===== config.mk =====
export PLATFORM = sky130hd
export DESIGN_NAME = cswd_top
export DESIGN_NICKNAME = d
export VERILOG_FILES = /design/src/rtl/cswd_pkg.sv /design/src/rtl/cswd_top.sv
export VERILOG_INCLUDE_DIRS = /design/src /design/src/rtl
export SDC_FILE = /design/constraint.sdc
export NUM_CORES = 1
export LEC_CHECK = 0
export BUFFER_PORTS_ARGS = -buffer_cell sky130_fd_sc_hd__buf_2
export CAP_MARGIN = 20
export CELL_PAD_IN_SITES_DETAIL_PLACEMENT = 0
export CELL_PAD_IN_SITES_GLOBAL_PLACEMENT = 1
export CORE_AREA = 3 3 177 179
export DETAILED_ROUTE_END_ITERATION = 12
export DIE_AREA = 0 0 180 182
export PLACE_DENSITY = 0.95
export SLEW_MARGIN = 15
export SYNTH_ARGS = -nofsm -noshare
export SYNTH_HDL_FRONTEND = slang
export SYNTH_SLANG_ARGS = --single-unit

===== constraint.sdc =====
create_clock -name ref_clk -period 9.55 [get_ports ref_clk]
set_input_delay 0.4775 -clock ref_clk [delete_from_list [all_inputs] [get_ports ref_clk]]
set_output_delay 0.4775 -clock ref_clk [all_outputs]
set_load 0.01 [all_outputs]

===== src/rtl/cswd_regs.svh =====
`ifndef CSWD_REGS_SVH
`define CSWD_REGS_SVH
// Behaviour
// entering fail-safe forces plain wake-capable mode, selective wake off.
// bus wake restarts a sleeping device, interrupts in normal or stop.
// bus wake sets wake flag; cause shown in pattern, frame, error, count.
// bit timing sets quanta per bit and sample point, scaled by clock select.
// receiver select picks which bus receiver feeds the decoder.
// with calibrate set and transceiver off, pulse length is counted, readable.
// trim writes accepted only with trim enables 11 and calibrate set.
// tolerant decoding is on when its enable bit is written 1.
// tolerant mode skips fast frames: no checks, never a wake.
// tolerant mode stops on extended length bit 1, continues on 0.
// after a skipped fast frame, ready again once end of frame seen.
// tolerant mode accepts dominant only after filter-set minimum duration; the skipper also takes any dominant level seen at a sample point.
// tolerant off: count up on fast or bad frames, down on good.
// tolerant on, disable 0: up on bad, down on any good frame.
// tolerant on and disable 1: error counter held at zero.
// counter-disable bit clears itself when the silence timer expires.
// recovery enabled adjusts decoding bit length; disabled, no adjustment.
// recovery at its limits discards measurements, reloads bit timing.
// host enables recovery in order: off, clock, timing, then enable.
// host toggles recovery only with transceiver off.
// host updates clock select, timing and limits on baud change.
// sample point resets to 11 0011, about eighty percent.
// while system error is set, frame wake detection is inactive.
// selective mode code is 101 and stays readable after frame wake.
`define CSWD_ADR_MODE 4'h0
`define CSWD_ADR_WAKE 4'h1
`define CSWD_ADR_TIMING 4'h2
`define CSWD_ADR_RCV_CTRL 4'h3
`define CSWD_ADR_RCV_LIM 4'h4
`define CSWD_ADR_FAST 4'h5
`define CSWD_ADR_CAL 4'h6
`define CSWD_ADR_CAL_HI 4'h7
`define CSWD_ADR_CAL_LO 4'h8
`define CSWD_ADR_TRIM 4'h9
`define CSWD_ADR_RCV_STAT 4'hA
`define CSWD_MODE_OFF 3'h0
`define CSWD_MODE_WAKE 3'h1
`define CSWD_MODE_SEL_OFF 3'h4
`define CSWD_MODE_SELECTIVE 3'h5
`define CSWD_TQ_RST 8'h10
`define CSWD_SP_RST 6'h33
`define CSWD_LIM_LO_RST 10'h008
`define CSWD_LIM_HI_RST 10'h100
`define CSWD_TRIM_RST 8'h80
`define CSWD_FLT_RST 4'h4
`define CSWD_ERROR_COUNT_FIELD_OVF 6'h20
`define CSWD_EOF_BITS 3'h7
`define CSWD_EDL_IDX 5'h0E
`define CSWD_SILENCE_US 1000
`define CSWD_CLK_MHZ 125
`define CSWD_SILENCE_CYC (`CSWD_SILENCE_US * `CSWD_CLK_MHZ)
`endif


===== src/rtl/cswd_pkg.sv =====
package cswd_pkg;
  typedef enum logic [1:0] {
    CSWD_DEV_NORMAL,
    CSWD_DEV_STOP,
    CSWD_DEV_SLEEP,
    CSWD_DEV_FAILSAFE
  } cswd_dev_mode_t;
  typedef enum logic [1:0] {
    CSWD_ST_IDLE,
    CSWD_ST_RUN,
    CSWD_ST_SKIP,
    CSWD_ST_WAIT
  } cswd_dec_st_t;
endpackage


===== src/rtl/cswd_top.sv =====
// Implementation choices: the register offsets and the Avalon-MM slave port.
`timescale 1ns/1ns
`include "cswd_regs.svh"
module cswd_top #(
  parameter int SILENCE_CYC = `CSWD_SILENCE_CYC
) (
  input wire logic ref_clk,
  input wire logic arst_n,
  input wire logic [3:0] avs_address,
  input wire logic avs_read,
  input wire logic avs_write,
  input wire logic [31:0] avs_writedata,
  input wire logic [3:0] avs_byteenable,
  output logic [31:0] avs_readdata,
  output logic avs_waitrequest,
  input wire cswd_pkg::cswd_dev_mode_t dev_mode,
  input wire logic rx_normal,
  input wire logic rx_low_power,
  input wire logic bus_transmit_pin,
  input wire logic pattern_wake_in,
  input wire logic frame_match_in,
  output logic [2:0] trx_mode_out,
  output logic selective_wake_out,
  output logic wake_restart,
  output logic wake_irq,
  output logic [7:0] osc_trim_out
);
  import cswd_pkg::*;

  // ==========================================
  // helpers
  function automatic logic [31:0] be_merge(input logic [31:0] old, input logic [31:0] nw,
                                           input logic [3:0] be);
    be_merge = old;
    for (int i = 0; i < 4; i++) begin
      if (be[i]) begin
        be_merge[i*8 +: 8] = nw[i*8 +: 8];
      end
    end
  endfunction

  // ==========================================
  // register bus
  logic wait_ff;
  logic [31:0] rdata_ff;
  logic [31:0] nxt_rdata;
  logic wr_go;
  logic [2:0] trx_mode_ff;
  logic [4:0] wake_flags_ff;
  logic [5:0] error_count_field_ff;
  logic [7:0] tq_ff;
  logic [5:0] sp_ff;
  logic rcv_en_ff;
  logic [1:0] osc_sel_ff;
  logic rx_sel_ff;
  logic [9:0] lim_lo_ff;
  logic [9:0] lim_hi_ff;
  logic fd_en_ff;
  logic error_count_field_dis_ff;
  logic [3:0] flt_ff;
  logic cal_ff;
  logic [1:0] trim_en_ff;
  logic [15:0] cal_cnt_ff;
  logic [15:0] cal_res_ff;
  logic [7:0] trim_ff;
  logic [9:0] cur_len_ff;
  logic [31:0] wv;

  // one wait cycle per access: answer lands on the second edge of the request
  always_ff @(posedge ref_clk or negedge arst_n) begin
    if (!arst_n) begin
      wait_ff <= 1'b1;
    end else begin
      wait_ff <= !(wait_ff && (avs_read || avs_write));
    end
  end
  assign wr_go = avs_write && !wait_ff;

  always_comb begin
    nxt_rdata = 32'h0;
    case (avs_address)
      `CSWD_ADR_MODE: nxt_rdata[2:0] = trx_mode_ff;
      `CSWD_ADR_WAKE: nxt_rdata = {21'h0, error_count_field_ff, wake_flags_ff};
      `CSWD_ADR_TIMING: nxt_rdata = {18'h0, sp_ff, tq_ff};
      `CSWD_ADR_RCV_CTRL: nxt_rdata[3:0] = {rx_sel_ff, osc_sel_ff, rcv_en_ff};
      `CSWD_ADR_RCV_LIM: nxt_rdata = {6'h0, lim_hi_ff, 6'h0, lim_lo_ff};
      `CSWD_ADR_FAST: nxt_rdata[5:0] = {flt_ff, error_count_field_dis_ff, fd_en_ff};
      `CSWD_ADR_CAL: nxt_rdata[2:0] = {trim_en_ff, cal_ff};
      `CSWD_ADR_CAL_HI: nxt_rdata[7:0] = cal_res_ff[15:8];
      `CSWD_ADR_CAL_LO: nxt_rdata[7:0] = cal_res_ff[7:0];
      `CSWD_ADR_TRIM: nxt_rdata[7:0] = trim_ff;
      `CSWD_ADR_RCV_STAT: nxt_rdata[9:0] = cur_len_ff;
      default: nxt_rdata = 32'h0;
    endcase
  end

  always_ff @(posedge ref_clk or negedge arst_n) begin
    if (!arst_n) begin
      rdata_ff <= 32'h0;
    end else if (avs_read && wait_ff) begin
      rdata_ff <= nxt_rdata;
    end
  end
  assign avs_readdata = rdata_ff;
  assign avs_waitrequest = wait_ff;
  assign wv = be_merge(32'h0, avs_writedata, avs_byteenable);

  // ==========================================
  // control registers
  cswd_dev_mode_t prev_mode_ff;
  logic fs_entry;
  logic silence_exp;
  logic [31:0] tim_m;
  logic [31:0] lim_m;
  // merged views keep the unwritten byte lanes of each register
  assign tim_m = be_merge({18'h0, sp_ff, tq_ff}, wv, avs_byteenable);
  assign lim_m = be_merge({6'h0, lim_hi_ff, 6'h0, lim_lo_ff}, wv, avs_byteenable);
  assign fs_entry = (dev_mode == CSWD_DEV_FAILSAFE) && (prev_mode_ff != CSWD_DEV_FAILSAFE);

  always_ff @(posedge ref_clk or negedge arst_n) begin
    if (!arst_n) begin
      prev_mode_ff <= CSWD_DEV_NORMAL;
      trx_mode_ff <= `CSWD_MODE_OFF;
    end else begin
      prev_mode_ff <= dev_mode;
      if (fs_entry) begin
        trx_mode_ff <= `CSWD_MODE_WAKE;
      end else if (wr_go && avs_address == `CSWD_ADR_MODE && avs_byteenable[0]) begin
        trx_mode_ff <= avs_writedata[2:0];
      end
    end
  end

  always_ff @(posedge ref_clk or negedge arst_n) begin
    if (!arst_n) begin
      tq_ff <= `CSWD_TQ_RST;
      sp_ff <= `CSWD_SP_RST;
      rcv_en_ff <= 1'b0;
      osc_sel_ff <= 2'h0;
      rx_sel_ff <= 1'b0;
      lim_lo_ff <= `CSWD_LIM_LO_RST;
      lim_hi_ff <= `CSWD_LIM_HI_RST;
    end else if (wr_go) begin
      case (avs_address)
        `CSWD_ADR_TIMING: begin
          tq_ff <= tim_m[7:0];
          sp_ff <= tim_m[13:8];
        end
        `CSWD_ADR_RCV_CTRL: begin
          if (avs_byteenable[0]) begin
            {rx_sel_ff, osc_sel_ff, rcv_en_ff} <= avs_writedata[3:0];
          end
        end
        `CSWD_ADR_RCV_LIM: begin
          lim_lo_ff <= lim_m[9:0];
          lim_hi_ff <= lim_m[25:16];
        end
        default: begin
        end
      endcase
    end
  end

  always_ff @(posedge ref_clk or negedge arst_n) begin
    if (!arst_n) begin
      fd_en_ff <= 1'b0;
      error_count_field_dis_ff <= 1'b0;
      flt_ff <= `CSWD_FLT_RST;
    end else begin
      if (wr_go && avs_address == `CSWD_ADR_FAST && avs_byteenable[0]) begin
        fd_en_ff <= avs_writedata[0];
        flt_ff <= avs_writedata[5:2];
      end
      // hardware clear wins here: a silence expiry always drops the bit
      if (silence_exp) begin
        error_count_field_dis_ff <= 1'b0;
      end else if (wr_go && avs_address == `CSWD_ADR_FAST && avs_byteenable[0]) begin
        error_count_field_dis_ff <= avs_writedata[1];
      end
    end
  end

  // ==========================================
  // oscillator calibration and trim
  logic txd_q_ff;
  logic trim_ok;
  assign trim_ok = cal_ff && (trim_en_ff == 2'h3);

  always_ff @(posedge ref_clk or negedge arst_n) begin
    if (!arst_n) begin
      cal_ff <= 1'b0;
      trim_en_ff <= 2'h0;
      trim_ff <= `CSWD_TRIM_RST;
    end else if (wr_go) begin
      if (avs_address == `CSWD_ADR_CAL && avs_byteenable[0]) begin
        {trim_en_ff, cal_ff} <= avs_writedata[2:0];
      end
      if (avs_address == `CSWD_ADR_TRIM && avs_byteenable[0] && trim_ok) begin
        trim_ff <= avs_writedata[7:0];
      end
    end
  end
  assign osc_trim_out = trim_ff;

  // pulse is the low phase of the transmit pin; counter saturates, no wrap
  always_ff @(posedge ref_clk or negedge arst_n) begin
    if (!arst_n) begin
      txd_q_ff <= 1'b1;
      cal_cnt_ff <= 16'h0;
      cal_res_ff <= 16'h0;
    end else begin
      txd_q_ff <= bus_transmit_pin;
      if (cal_ff && trx_mode_ff == `CSWD_MODE_OFF) begin
        if (txd_q_ff && !bus_transmit_pin) begin
          cal_cnt_ff <= 16'h1;
        end else if (!bus_transmit_pin && cal_cnt_ff != 16'hFFFF) begin
          cal_cnt_ff <= cal_cnt_ff + 16'h1;
        end else if (!txd_q_ff && bus_transmit_pin) begin
          cal_res_ff <= cal_cnt_ff;
        end
      end
    end
  end

  // ==========================================
  // bus sampling, silence timer, clock recovery
  logic rx_bit;
  logic rx_q_ff;
  logic fall;
  logic [31:0] sil_ff;
  logic [9:0] nom_len;
  logic [9:0] edge_cnt_ff;
  assign rx_bit = rx_sel_ff ? rx_normal : rx_low_power;
  assign fall = rx_q_ff && !rx_bit;
  // operands widened first so the product cannot wrap at eight bits
  assign nom_len = {2'h0, tq_ff} * (10'(osc_sel_ff) + 10'h1);

  always_ff @(posedge ref_clk or negedge arst_n) begin
    if (!arst_n) begin
      rx_q_ff <= 1'b1;
      sil_ff <= 32'h0;
      silence_exp <= 1'b0;
    end else begin
      rx_q_ff <= rx_bit;
      silence_exp <= (sil_ff == 32'(SILENCE_CYC - 1)) && rx_bit;
      sil_ff <= !rx_bit ? 32'h0 : (sil_ff == 32'(SILENCE_CYC) ? sil_ff : sil_ff + 32'h1);
    end
  end

  // only single-bit edge spacings are used; longer runs carry no phase info
  always_ff @(posedge ref_clk or negedge arst_n) begin
    if (!arst_n) begin
      edge_cnt_ff <= 10'h0;
      cur_len_ff <= 10'(`CSWD_TQ_RST);
    end else begin
      edge_cnt_ff <= fall ? 10'h1 : (edge_cnt_ff == 10'h3FF ? edge_cnt_ff : edge_cnt_ff + 10'h1);
      if (!rcv_en_ff) begin
        cur_len_ff <= nom_len;
      end else if (cur_len_ff <= lim_lo_ff || cur_len_ff >= lim_hi_ff) begin
        cur_len_ff <= nom_len;
      end else if (fall && edge_cnt_ff > {1'b0, cur_len_ff[9:1]}
                   && edge_cnt_ff < cur_len_ff + {1'b0, cur_len_ff[9:1]}) begin
        if (edge_cnt_ff > cur_len_ff) begin
          cur_len_ff <= cur_len_ff + 10'h1;
        end else if (edge_cnt_ff < cur_len_ff) begin
          cur_len_ff <= cur_len_ff - 10'h1;
        end
      end
    end
  end

  // ==========================================
  // frame decoder
  cswd_dec_st_t st_ff;
  logic [9:0] bcnt_ff;
  logic [9:0] samp_at;
  logic smp;
  logic [2:0] same_ff;
  logic last_ff;
  logic [4:0] idx_ff;
  logic [2:0] rec_ff;
  logic [3:0] dom_ff;
  logic bad_ff;
  logic ev_ok;
  logic ev_fd;
  logic ev_bad;
  logic sel_act;
  assign samp_at = 10'(({6'h0, cur_len_ff} * {10'h0, sp_ff}) >> 6);
  assign smp = (bcnt_ff == samp_at);
  assign sel_act = trx_mode_ff[2] && (trx_mode_ff != `CSWD_MODE_SEL_OFF) && !wake_flags_ff[3];

  always_ff @(posedge ref_clk or negedge arst_n) begin
    if (!arst_n) begin
      bcnt_ff <= 10'h0;
      dom_ff <= 4'h0;
    end else begin
      bcnt_ff <= (fall && st_ff == CSWD_ST_IDLE) || bcnt_ff >= cur_len_ff - 10'h1 ? 10'h0 : bcnt_ff + 10'h1;
      dom_ff <= rx_bit ? 4'h0 : (dom_ff == 4'hF ? dom_ff : dom_ff + 4'h1);
    end
  end

  always_ff @(posedge ref_clk or negedge arst_n) begin
    if (!arst_n) begin
      st_ff <= CSWD_ST_WAIT;
      same_ff <= 3'h0;
      last_ff <= 1'b1;
      idx_ff <= 5'h0;
      rec_ff <= 3'h0;
      bad_ff <= 1'b0;
      ev_ok <= 1'b0;
      ev_fd <= 1'b0;
      ev_bad <= 1'b0;
    end else begin
      ev_ok <= 1'b0;
      ev_fd <= 1'b0;
      ev_bad <= 1'b0;
      if (smp) begin
        rec_ff <= rx_bit ? (rec_ff == `CSWD_EOF_BITS ? rec_ff : rec_ff + 3'h1) : 3'h0;
        case (st_ff)
          CSWD_ST_IDLE: begin
            if (!rx_bit) begin
              st_ff <= CSWD_ST_RUN;
              idx_ff <= 5'h1;
              same_ff <= 3'h1;
              last_ff <= 1'b0;
            end
          end
          CSWD_ST_RUN: begin
            same_ff <= (rx_bit == last_ff) ? same_ff + 3'h1 : 3'h1;
            last_ff <= rx_bit;
            if (rx_bit && rec_ff == `CSWD_EOF_BITS - 3'h1) begin
              ev_ok <= 1'b1;
              st_ff <= CSWD_ST_IDLE;
            end else if (same_ff == 3'h5 && rx_bit == last_ff && !rx_bit) begin
              ev_bad <= 1'b1;
              st_ff <= CSWD_ST_WAIT;
            end else if (!(same_ff == 3'h5 && rx_bit != last_ff)) begin
              idx_ff <= idx_ff == 5'h1F ? idx_ff : idx_ff + 5'h1;
              if (idx_ff == `CSWD_EDL_IDX && rx_bit) begin
                if (fd_en_ff) begin
                  st_ff <= CSWD_ST_SKIP;
                end else begin
                  ev_fd <= 1'b1;
                  st_ff <= CSWD_ST_WAIT;
                end
              end
            end
          end
          CSWD_ST_SKIP: begin
            // no stuff, crc or form checks here; only the end of frame counts
            if (rx_bit && dom_ff < flt_ff && rec_ff == `CSWD_EOF_BITS - 3'h1) begin
              ev_fd <= 1'b1;
              st_ff <= CSWD_ST_IDLE;
            end
          end
          CSWD_ST_WAIT: begin
            if (rx_bit && rec_ff == `CSWD_EOF_BITS - 3'h1) begin
              st_ff <= CSWD_ST_IDLE;
            end
          end
          default: st_ff <= CSWD_ST_WAIT;
        endcase
      end
      // dominant runs reaching the filter reset the skipper; shorter fast data bits only when one is sampled
      if (st_ff == CSWD_ST_SKIP && dom_ff == flt_ff) begin
        rec_ff <= 3'h0;
      end
    end
  end

  // ==========================================
  // error counter and wake flags
  logic ev_wuf;
  logic ev_ovf;
  logic [4:0] clr;
  assign ev_wuf = ev_ok && sel_act && frame_match_in;
  assign ev_ovf = sel_act && (error_count_field_ff == `CSWD_ERROR_COUNT_FIELD_OVF - 6'h1) && (ev_bad || (ev_fd && !fd_en_ff));
  assign clr = (wr_go && avs_address == `CSWD_ADR_WAKE && avs_byteenable[0]) ? avs_writedata[4:0] : 5'h0;

  always_ff @(posedge ref_clk or negedge arst_n) begin
    if (!arst_n) begin
      error_count_field_ff <= 6'h0;
    end else if (fd_en_ff && error_count_field_dis_ff) begin
      error_count_field_ff <= 6'h0;
    end else if (error_count_field_ff == `CSWD_ERROR_COUNT_FIELD_OVF) begin
      error_count_field_ff <= (clr[3]) ? 6'h0 : error_count_field_ff;
    end else if (ev_bad || (ev_fd && !fd_en_ff)) begin
      error_count_field_ff <= error_count_field_ff + 6'h1;
    end else if ((ev_ok || (ev_fd && fd_en_ff)) && error_count_field_ff != 6'h0) begin
      error_count_field_ff <= error_count_field_ff - 6'h1;
    end
  end

  // bits: 0 bus wake, 1 pattern, 2 frame, 3 system error, 4 spare; set beats clear
  logic [4:0] set_v;
  assign set_v = {1'b0, ev_ovf, ev_wuf, pattern_wake_in && trx_mode_ff != `CSWD_MODE_OFF, 1'b0};
  always_ff @(posedge ref_clk or negedge arst_n) begin
    if (!arst_n) begin
      wake_flags_ff <= 5'h0;
    end else begin
      wake_flags_ff[4:1] <= set_v[4:1] | (wake_flags_ff[4:1] & ~clr[4:1]);
      wake_flags_ff[0] <= (|set_v) | (wake_flags_ff[0] & ~clr[0]);
    end
  end

  always_ff @(posedge ref_clk or negedge arst_n) begin
    if (!arst_n) begin
      wake_restart <= 1'b0;
      wake_irq <= 1'b0;
      trx_mode_out <= `CSWD_MODE_OFF;
      selective_wake_out <= 1'b0;
    end else begin
      wake_restart <= (|set_v) && dev_mode == CSWD_DEV_SLEEP;
      wake_irq <= (|set_v) && (dev_mode == CSWD_DEV_NORMAL || dev_mode == CSWD_DEV_STOP);
      trx_mode_out <= trx_mode_ff;
      selective_wake_out <= sel_act && dev_mode != CSWD_DEV_FAILSAFE;
    end
  end
endmodule // cswd_top


Word-level counts from Yosys, hierarchy flattened. Cells that the tools add are included.

Flip-flop bits (word level): 228. Latch bits: 0. RAM bits: 0. Bits in read-only memories: 0. Output and inout port bits: 47. Memories kept: 0.

$add $sub $neg: 14. Multiply operators: 2. Divide/modulo/power cells: 0. $lt $le $gt $ge: 8. Equality and inequality tests: 52. Shifts and indexed selects: 0. Muxes and demuxes: 70. Bitwise logic cells: 8. Reductions and logical operators: 88.

Operator list (count): $mux 10 (8); $eq 32x17->1 const B (2); $mux 32 (2); $pmux 16 s3 (1); $logic_and 1x1->1 (45); $pmux 3 s11 (1); $add 32x1->32 const B (1); $mux 16 (2); $add 10x1->10 const B (3); $mux 5 (6); $mux 6 (5); $mux 3 (8); $ne 2x2->1 const B (12); $reduce_and 3->1 (8); $ge 10x10->1 (2); $lt 10x10->1 (2); $mux 1 (19); $add 16x1->16 const B (1); $eq 4x3->1 const B (4); $eq 4x4->1 const B (4); $mul 10x6->16 (1); $ne 16x16->1 const B (1); $pmux 2 s4 (2); $pmux 2 s8 (1); other kinds (59) (101).

Logic depth before layout (Yosys ltp). Gate-level depths: netlist (run 1).

Word-level depth: 8. Depth in mapped cells: 18. Mapped depth without buffers: 16.

Worst setup path after synthesis (run 1). No wires, ideal clock.

Path type: reg-to-reg. Start point: register sp_ff[5]. End point: register st_ff[1]. Library setup time: 0.082 ns. Data arrival time: 4.561 ns. Slack: 4.906 ns. Stages on the path, launching flop included: 17. Path buffers: 2. Cell sequence: dfstp_2 -> clkbuf_1 -> nand2_1 -> fa_1 -> fa_1 -> inv_1 -> fa_1 -> ha_1 -> a21oi_1 -> o21ai_0 -> a21oi_1 -> mux2i_4 -> and3_4 -> and3_4 -> buf_6 -> o211ai_4 -> mux2_4.

Longest elaborated chain between the ends: 3.

Ends and longest elaborated chain: start: declaration (RTL line cswd_top.sv:52) `logic [5:0] sp_ff;`; start signal: assignment (RTL line cswd_top.sv:137) `` sp_ff <= `CSWD_SP_RST; ``; start signal: assignment (RTL line cswd_top.sv:147) `sp_ff <= tim_m[13:8];`; $mul 10x6->16 (RTL line cswd_top.sv:288) `assign samp_at = 10'(({6'h0, cur_len_ff} * {10'h0, sp_ff}) >> 6);`; $eq 10x10->1 (RTL line cswd_top.sv:289) `assign smp = (bcnt_ff == samp_at);`; $reduce_and 6->1 (no line); end signal: assignment (RTL line cswd_top.sv:304) `st_ff <= CSWD_ST_WAIT;`; end signal: assignment (RTL line cswd_top.sv:322) `st_ff <= CSWD_ST_RUN;`; end signal: assignment (RTL line cswd_top.sv:333) `st_ff <= CSWD_ST_IDLE;`; end: declaration (RTL line cswd_top.sv:274) `cswd_dec_st_t st_ff;`.

No other way between the ends. A chain may end at the register's enable or synchronous reset.

Final worst setup path (run 1).
Start point: register cur_len_ff[1]. End point: register st_ff[1].

Longest elaborated chain between the ends: 3.

Ends and longest elaborated chain: start: declaration (RTL line cswd_top.sv:66) `logic [9:0] cur_len_ff;`; start signal: assignment (RTL line cswd_top.sv:254) `` cur_len_ff <= 10'(`CSWD_TQ_RST); ``; start signal: assignment (RTL line cswd_top.sv:258) `cur_len_ff <= nom_len;`; start signal: assignment (RTL line cswd_top.sv:260) `cur_len_ff <= nom_len;`; $mul 10x6->16 (RTL line cswd_top.sv:288); $eq 10x10->1 (RTL line cswd_top.sv:289); $reduce_and 6->1 (no line).

No other way between the ends.

==> results of run 1 <==
## registers in the layout, summed over array words and instances (netlist names), 4 cells and up
| register | count |
|---|---|
| sil_ff | 32 |
| error_count_field_ff | 6 |
| bcnt_ff | 10 |
| wake_flags_ff | 5 |
| idx_ff | 5 |
| tq_ff | 8 |
| lim_hi_ff | 10 |
| dom_ff | 4 |
| lim_lo_ff | 10 |
| avs_readdata | 24 |
| edge_cnt_ff | 10 |
| cal_cnt_ff | 16 |
| flt_ff | 4 |
| sp_ff | 6 |
| cal_res_ff | 16 |
| osc_trim_out | 8 |
| cur_len_ff | 10 |
## routing by layer
layer  track usage [%]  up-vias
met4              6.31        0
met2              38.2      426
met3              3.23       68
met5                 0        -
met1              32.8     6114
li1                  -     5874
## layout by cell type (no fill, tap or decap), types with 24 or more instances in the layout
cell type,Yosys,layout
buf_2,3,82
o21ai_0,80,80
dfrtp_1,204,204
inv_1,113,113
mux2_2,59,59
and2_1,31,31
fa_1,41,41
ha_1,134,134
a21oi_1,70,70
nand2_1,206,206
nor3_1,25,25
nor2_1,105,105
xor2_1,43,43
a21o_1,26,26
nand4_1,25,25
and3_1,32,32
xnor2_1,45,45
nand3_1,60,60
clkbuf_16,0,24
## cell families (layout without fill, tap and decap cells)
| kind of cell | Yosys count | count (layout) |
|---|---|---|
| mux | 80 | 80 |
| fa+ha+maj | 175 | 175 |
| flops | 220 | 220 |
| other cells | 1 | 8 |
| buf+inv | 185 | 246 |
| simple gates | 585 | 585 |
| compound gates | 315 | 315 |
| xor+xnor | 88 | 88 |
## layout make-up
| class | count | area (um^2) | share of cell area (%) |
|---|---|---|---|
| Clock buffer | 34 | 678 | 4.01 |
| Clock inverter | 9 | 113 | 0.666 |
| Inverter | 113 | 424 | 2.51 |
| Multi-Input combinational cell | 1251 | 9190 | 54.4 |
| Sequential cell | 220 | 5530 | 32.7 |
| Tap cell | 390 | 488 | 2.89 |
| Timing Repair Buffer | 90 | 478 | 2.83 |
## how the worst max path moves through the flow
| stage | end | start | slack (ns) |
|---|---|---|---|
| 6_report | st_ff[1]$_DFFE_PN1P_ | cur_len_ff[1]$_DFFE_PN0P_ | 4.53 |
| 5_1_grt | same_ff[1]$_DFFE_PN0P_ | cur_len_ff[2]$_DFFE_PN0P_ | 4.31 |
| 4_1_cts | st_ff[1]$_DFFE_PN1P_ | cur_len_ff[2]$_DFFE_PN0P_ | 4.52 |
| 3_5_place_dp | st_ff[1]$_DFFE_PN1P_ | cur_len_ff[2]$_DFFE_PN0P_ | 4.58 |
| 3_3_place_gp | st_ff[1]$_DFFE_PN1P_ | cur_len_ff[2]$_DFFE_PN0P_ | 4.60 |
| 2_1_floorplan | st_ff[1]$_DFFE_PN1P_ | sp_ff[5]$_DFFE_PN1P_ | 4.91 |
## stage by stage
step                      cell area (um^2)  setup WS, ns  instances  total power [W]  hold WS, ns
after floorplan                      15500          4.91       1656          0.00206        0.182
after global placement               16100          4.60       2062          0.00235        0.407
after detailed placement             16100          4.58       2063          0.00239        0.414
after CTS                            16900          4.52       2106          0.00334       0.0266
after global routing                 16900          4.31       2107          0.00355       0.0522
final                                16900          4.53       2107          0.00333     -0.00737
## power by group
group          leakage (nW)  internal (W)  switching [W]
logic                  4.76      0.000491       0.000672
clock network         0.387      0.000550       0.000386
registers              2.86       0.00104       0.000189
total                  8.01       0.00208        0.00125
==> impl_metrics.ini, run 1 <==
[outcome]
violations = hold timing
outcome = finished, violations left

[sta]
timing.final.crit_share_pct = 52.6
final_hold_viol_count = 9
tightest_slew_ns = 0.829
rsz0062_at_grt = no
slew_viol_final = 0
skew_ns = 0.0190
relSlewSlack_pct = 44.7
fmax_mhz = 199
setup_viol = 0
setup_tns_ns = 0
hold_ws_ns = -0.00737
period_needed_ns = 5.02

[floorplan]
core_area_um2 = 29700
dieArea_um2 = 32800
start_util_pct = 51.9
die_x_um = 180
chipHeight_um = 182
ios = 98
placementRows = 63

[detailed_routing]
drt-total-wl_um = 38400
via_per_inst = 5.92
remaining_drc_errors = 0
drtIter0Drc = 928
highest_layer = met4
dr_total_vias = 12482
wl_met3_um = 2580
post_drt_wl_per_cell_um = 18.2
wl_met1_um = 16900
drtPass1Iterations = 5
antenna_left = 0
met2WireLength_um = 17900

[job]
drv_cap = 0

[place]
dp_hpwl_um = 28300
gp_congestion = 0.944
io_buffers = 81

[cells_and_area]
final_nets = 1926
nFillCells = 2591
fin_util_pct = 56.9
antennaDiodeCount = 0
drive_above_1_share_pct = 12.9
area_delta_synth_final_pct = 9.54

[worst_setup_path]
critical_path_class = register to register
crit_buf_inv = 1
cp-start-kind = register
reg2reg_setup_slack_ns = 4.53
crit_path_end_kind = register
r2r-end = st_ff[1]$_DFFE_PN1P_
crit_fanout = 15
cpLargestDelayFamily = adder cells
path_cells = nand2_1, fa_1, fa_1, inv_1, fa_1, ha_1, nand4_4, o21ai_0, nand2_1, o32ai_1, and3_1, and3_4, o211ai_4, mux2_4
ff2ff_path_depth = 14
rr_startpoint = cur_len_ff[1]$_DFFE_PN0P_
crit_path_frequent_cell = fa_1
slowest_stage = dfrtp_1
cp_data_required_time_ns = 10.00
path_depth = 14
critPathArrivalTime_ns = 5.47
max_stage_delay_ns = 0.81

[pwr]
p_per_area_nw_per_um2 = 197
ir_drop_mv = 0.173
leakage_nw = 8.01

[logic_synthesis]
post-synth-top-count-cell = nand2_1
netlist_area_um2 = 15400
synth_top_cell_by_area = dfrtp_1
syn_area_per_cell_um2 = 9.36
synthCells = 1649
synth_seq_area_share_pct = 35.8
synth_area_leaders = dfrtp_1 (33%), ha_1 (11%), fa_1 (5.3%), nand2_1 (5.0%), mux2_2 (4.3%)
synth_top_area_share_pct = 33.1
synthSimpleGateAreaFrac_pct = 18.9
synth_flop_cell = dfrtp_1
synth_fa_ha_area_share_pct = 16.2
ys_ff_latch = 220
netlist-cell-type-count = 84
synth_compound_area_share_pct = 13.5
synth_top_family_by_area = simple AND/OR/NAND/NOR gates
async_flop_share_pct = 100
muxShareOfSynthArea_pct = 5.78
synth_warnings = 0
synth_common_cells = nand2_1 (206), dfrtp_1 (204), ha_1 (134)
synth_xor_area_share_pct = 5.00
synth_edf_count = 0

[clocking]
clk_latency_ns = 0.53
cts_tree = done
cts_resized = 0
cts-htree-levels = 1
cts.clk_slew.worst_paths_ns = 0.06
clock_path_buffers = 3
numClockSinks = 220
cts-root-buf = clkbuf_16
postCtsHoldBufs = 0
postCtsSetupRepairBufs = 0
cts_buffers = 24

[global_route]
grt_max_degree = 105
grt.overflow.total = 0
grtUsageTotal_pct = 23.3
grt_antenna_before_repair = 1
grt_first_pass_wirelength_um = 64000
first_global_vias = 12535

[hold_path]
hold_path_class = input port to asynchronous set/reset pin
(Power assumes the default switching activity.)
==> run 2: changes to the inputs <==
--- a/config.mk
+++ b/config.mk
@@ -6,14 +6,15 @@
 export SDC_FILE = /design/constraint.sdc
 export NUM_CORES = 1
 export LEC_CHECK = 0
+export ABC_AREA = 1
 export BUFFER_PORTS_ARGS = -buffer_cell sky130_fd_sc_hd__buf_2
 export CAP_MARGIN = 20
 export CELL_PAD_IN_SITES_DETAIL_PLACEMENT = 0
 export CELL_PAD_IN_SITES_GLOBAL_PLACEMENT = 1
-export CORE_AREA = 3 3 177 179
+export CORE_AREA = 3 3 188 190
 export DETAILED_ROUTE_END_ITERATION = 12
-export DIE_AREA = 0 0 180 182
-export PLACE_DENSITY = 0.95
+export DIE_AREA = 0 0 191 193
+export PLACE_DENSITY = 0.92
 export SLEW_MARGIN = 15
 export SYNTH_ARGS = -nofsm -noshare
 export SYNTH_HDL_FRONTEND = slang
==> constraint.sdc (replaced) <==
create_clock -name ref_clk -period 4.75 [get_ports ref_clk]
set_input_delay 0.2375 -clock ref_clk [delete_from_list [all_inputs] [get_ports ref_clk]]
set_output_delay 0.2375 -clock ref_clk [all_outputs]
set_load 0.01 [all_outputs]
==> run 2 against run 1 <==
  * The flow now finishes without violations
  * Synthesized cell count up 24%
  * Sequential cell count unchanged
  * Total power up 140%
  * Design area up 5.6%
  * Maximum frequency up 15%
  * Wire length up 6.7%
  * First-iteration DRC count down 13%
  * Sequential share of layout area down 1.7 points
  * Critical endpoint is now idx_ff[3]$_DFFE_PN0P_
==> impl_metrics.ini, run 2 <==
[cells_and_area]
antennaDiodeCount = 0
drive_above_1_share_pct = 9.95
final_cell_mix = nand2_1 (491), inv_1 (304), dfrtp_1 (204), nor2_1 (168), ha_1 (134)
area_delta_synth_final_pct = 13.2
largest_reg_flops = 32
final_nets = 2379
top_register = sil_ff
finalNonFillerCells = 2619
layout_commonest_cell = nand2_1

[logic_synthesis]
synthCells = 2037
synth_warnings = 0
synth_flop_cell = dfrtp_1
async_flop_share_pct = 100
netlist-cell-type-count = 58
ys_ff_latch = 220
post-synth-top-count-cell = nand2_1
synth_common_cells = nand2_1 (491), inv_1 (304), dfrtp_1 (204)
netlist_area_um2 = 15800
synth_seq_area_share_pct = 35.0
synth_area_leaders = dfrtp_1 (32%), nand2_1 (12%), ha_1 (11%), inv_1 (7.2%), fa_1 (5.2%)
synth_top_cell_by_area = dfrtp_1
syn_area_per_cell_um2 = 7.74
synth_top_area_share_pct = 32.4
synth_edf_count = 0

[sta]
skew_ns = 0.00866
period_needed_ns = 4.37
setup_tns_ns = 0
fmax_mhz = 229
timing.final.crit_share_pct = 91.9
slew_viol_final = 0
rsz0062_at_grt = no
setup_ws_ns = 0.384
tightest_slew_ns = 0.869
relSlewSlack_pct = 42.1
final_hold_viol_count = 0
setup_viol = 0

[detailed_routing]
drt-total-wl_um = 40900
dr_total_vias = 13801
drtIter0Drc = 810
via_per_inst = 5.27
post_drt_wl_per_cell_um = 15.6
antenna_left = 0
remaining_drc_errors = 0
drtPass1Iterations = 5

[floorplan]
ios = 98
dieArea_um2 = 36900
placementRows = 67
chipHeight_um = 193
start_util_pct = 46.9
core_area_um2 = 33600
die_x_um = 191

[place]
io_buffers = 81
post-place-cells = 2542
dp_hpwl_um = 31200
gp_congestion = 0.958
dp_slack_ns = 0.347

[clocking]
clock_path_buffers = 3
cts_buffers = 25
cts.clk_slew.worst_paths_ns = 0.06
clk_latency_ns = 0.55
cts-root-buf = clkbuf_16
cts-htree-levels = 1
numClockSinks = 220
cts_tree = done

[global_route]
grt.overflow.total = 0
grt_max_degree = 112
first_global_vias = 13831
grt_first_pass_wirelength_um = 68300
grtUsageTotal_pct = 22.6
grt_antenna_before_repair = 0

[worst_setup_path]
critical_path_class = register to register
cp_data_required_time_ns = 5.19
crit_path_end_kind = register
critPathArrivalTime_ns = 4.80
crit_fanout = 12
cp-start-kind = register

[pwr]
leakage_nw = 9.14
ir_drop_mv = 0.325
p_per_area_nw_per_um2 = 447

[job]
drv_cap = 0

[hold_path]
hold_path_class = input port to register

[outcome]
outcome = completed
-- run 2: critical path, cell delays in order (launching register included) --
cell	delay (ns)
dfstp_2	0.66
nand2_1	0.11
fa_1	0.52
fa_1	0.54
fa_1	0.59
inv_1	0.05
ha_1	0.33
nand2_1	0.11
nor2_1	0.14
and2_1	0.14
nand2_1	0.08
nand3_1	0.12
nand2_1	0.07
nand2_1	0.05
nand2_1	0.04
inv_1	0.07
nand3_1	0.08
nor2_2	0.21
nand4_2	0.19
nand2_1	0.10
nand2_1	0.05
-- run 2: report_power, final --
part	leakage [nW]	switching, W	internal, W
registers	2.77	0.000319	0.00213
clock network	0.420	0.000786	0.00121
logic	5.95	0.00223	0.00131
-- run 2: repair_timing --
item	CTS	global route
hold buffers	32	0
resized for setup	0	1
endpoints found under the hold margin	136	0
buffers inserted	0	0
setup endpoints to repair	0	1
-- run 2: path summary, 6_finish.rpt --
kind	cells past startpoint	slack, ns	from	endpoint
max	20	0.38	sp_ff[5]$_DFFE_PN1P_	idx_ff[3]$_DFFE_PN0P_
min	3	0.03	avs_byteenable[3]	lim_hi_ff[8]$_DFFE_PN1P_
max reg2reg	20	0.38	sp_ff[5]$_DFFE_PN1P_	idx_ff[3]$_DFFE_PN0P_
min reg2reg	0	0.39	trx_mode_ff[2]$_DFFE_PN0P_	trx_mode_out[2]$_DFF_PN0_
max in group asynchronous	3	3.27	arst_n	avs_readdata[23]$_DFFE_PN0P_
min in group asynchronous	2	0.32	arst_n	sil_ff[10]$_DFFE_PN0P_
-- run 2: metal layers --
metal	routed length, um	vias up	share of wire, %	global-route usage, %
met4	1340	0	3.3	7.68
met2	18800	346	46	38.0
met3	2140	76	5.2	2.89
li1	-	6838	-	-
met5	0	-	0	0
met1	18700	6541	46	30.4
-- run 2: final cells by class --
type	instances	area, um^2
Clock inverter	5	90.1
Fill cell	3170	15800
Tap cell	448	561
Inverter	311	1170
Multi-Input combinational cell	1463	8860
Timing Repair Buffer	132	891
Clock buffer	40	762
Sequential cell	220	5530
-- run 2: cell families (layout without fill, tap and decap cells) --
kind of cell	after synthesis	in the layout	synth area share (%)
xor+xnor	56	56	3.11
flops	220	220	35.0
other cells	1	8	0.0238
fa+ha+maj	175	175	15.8
simple gates	880	880	24.3
compound gates	339	339	12.3
buf+inv	361	488	9.00
mux	5	5	0.357
-- run 2: stage by stage --
step | util, % | hold WS (ns) | area [um^2] | power (W)
6_report | 53.1 | 0.0253 | 17900 | 0.00799
3_5_place_dp | 49.6 | 0.360 | 16700 | 0.00596
3_3_place_gp | 49.6 | 0.355 | 16700 | 0.00585
4_1_cts | 53.1 | 0.00272 | 17800 | 0.00802
5_1_grt | 53.1 | 0.0616 | 17900 | 0.00866
2_1_floorplan | - | -0.0581 | 15800 | 0.00499
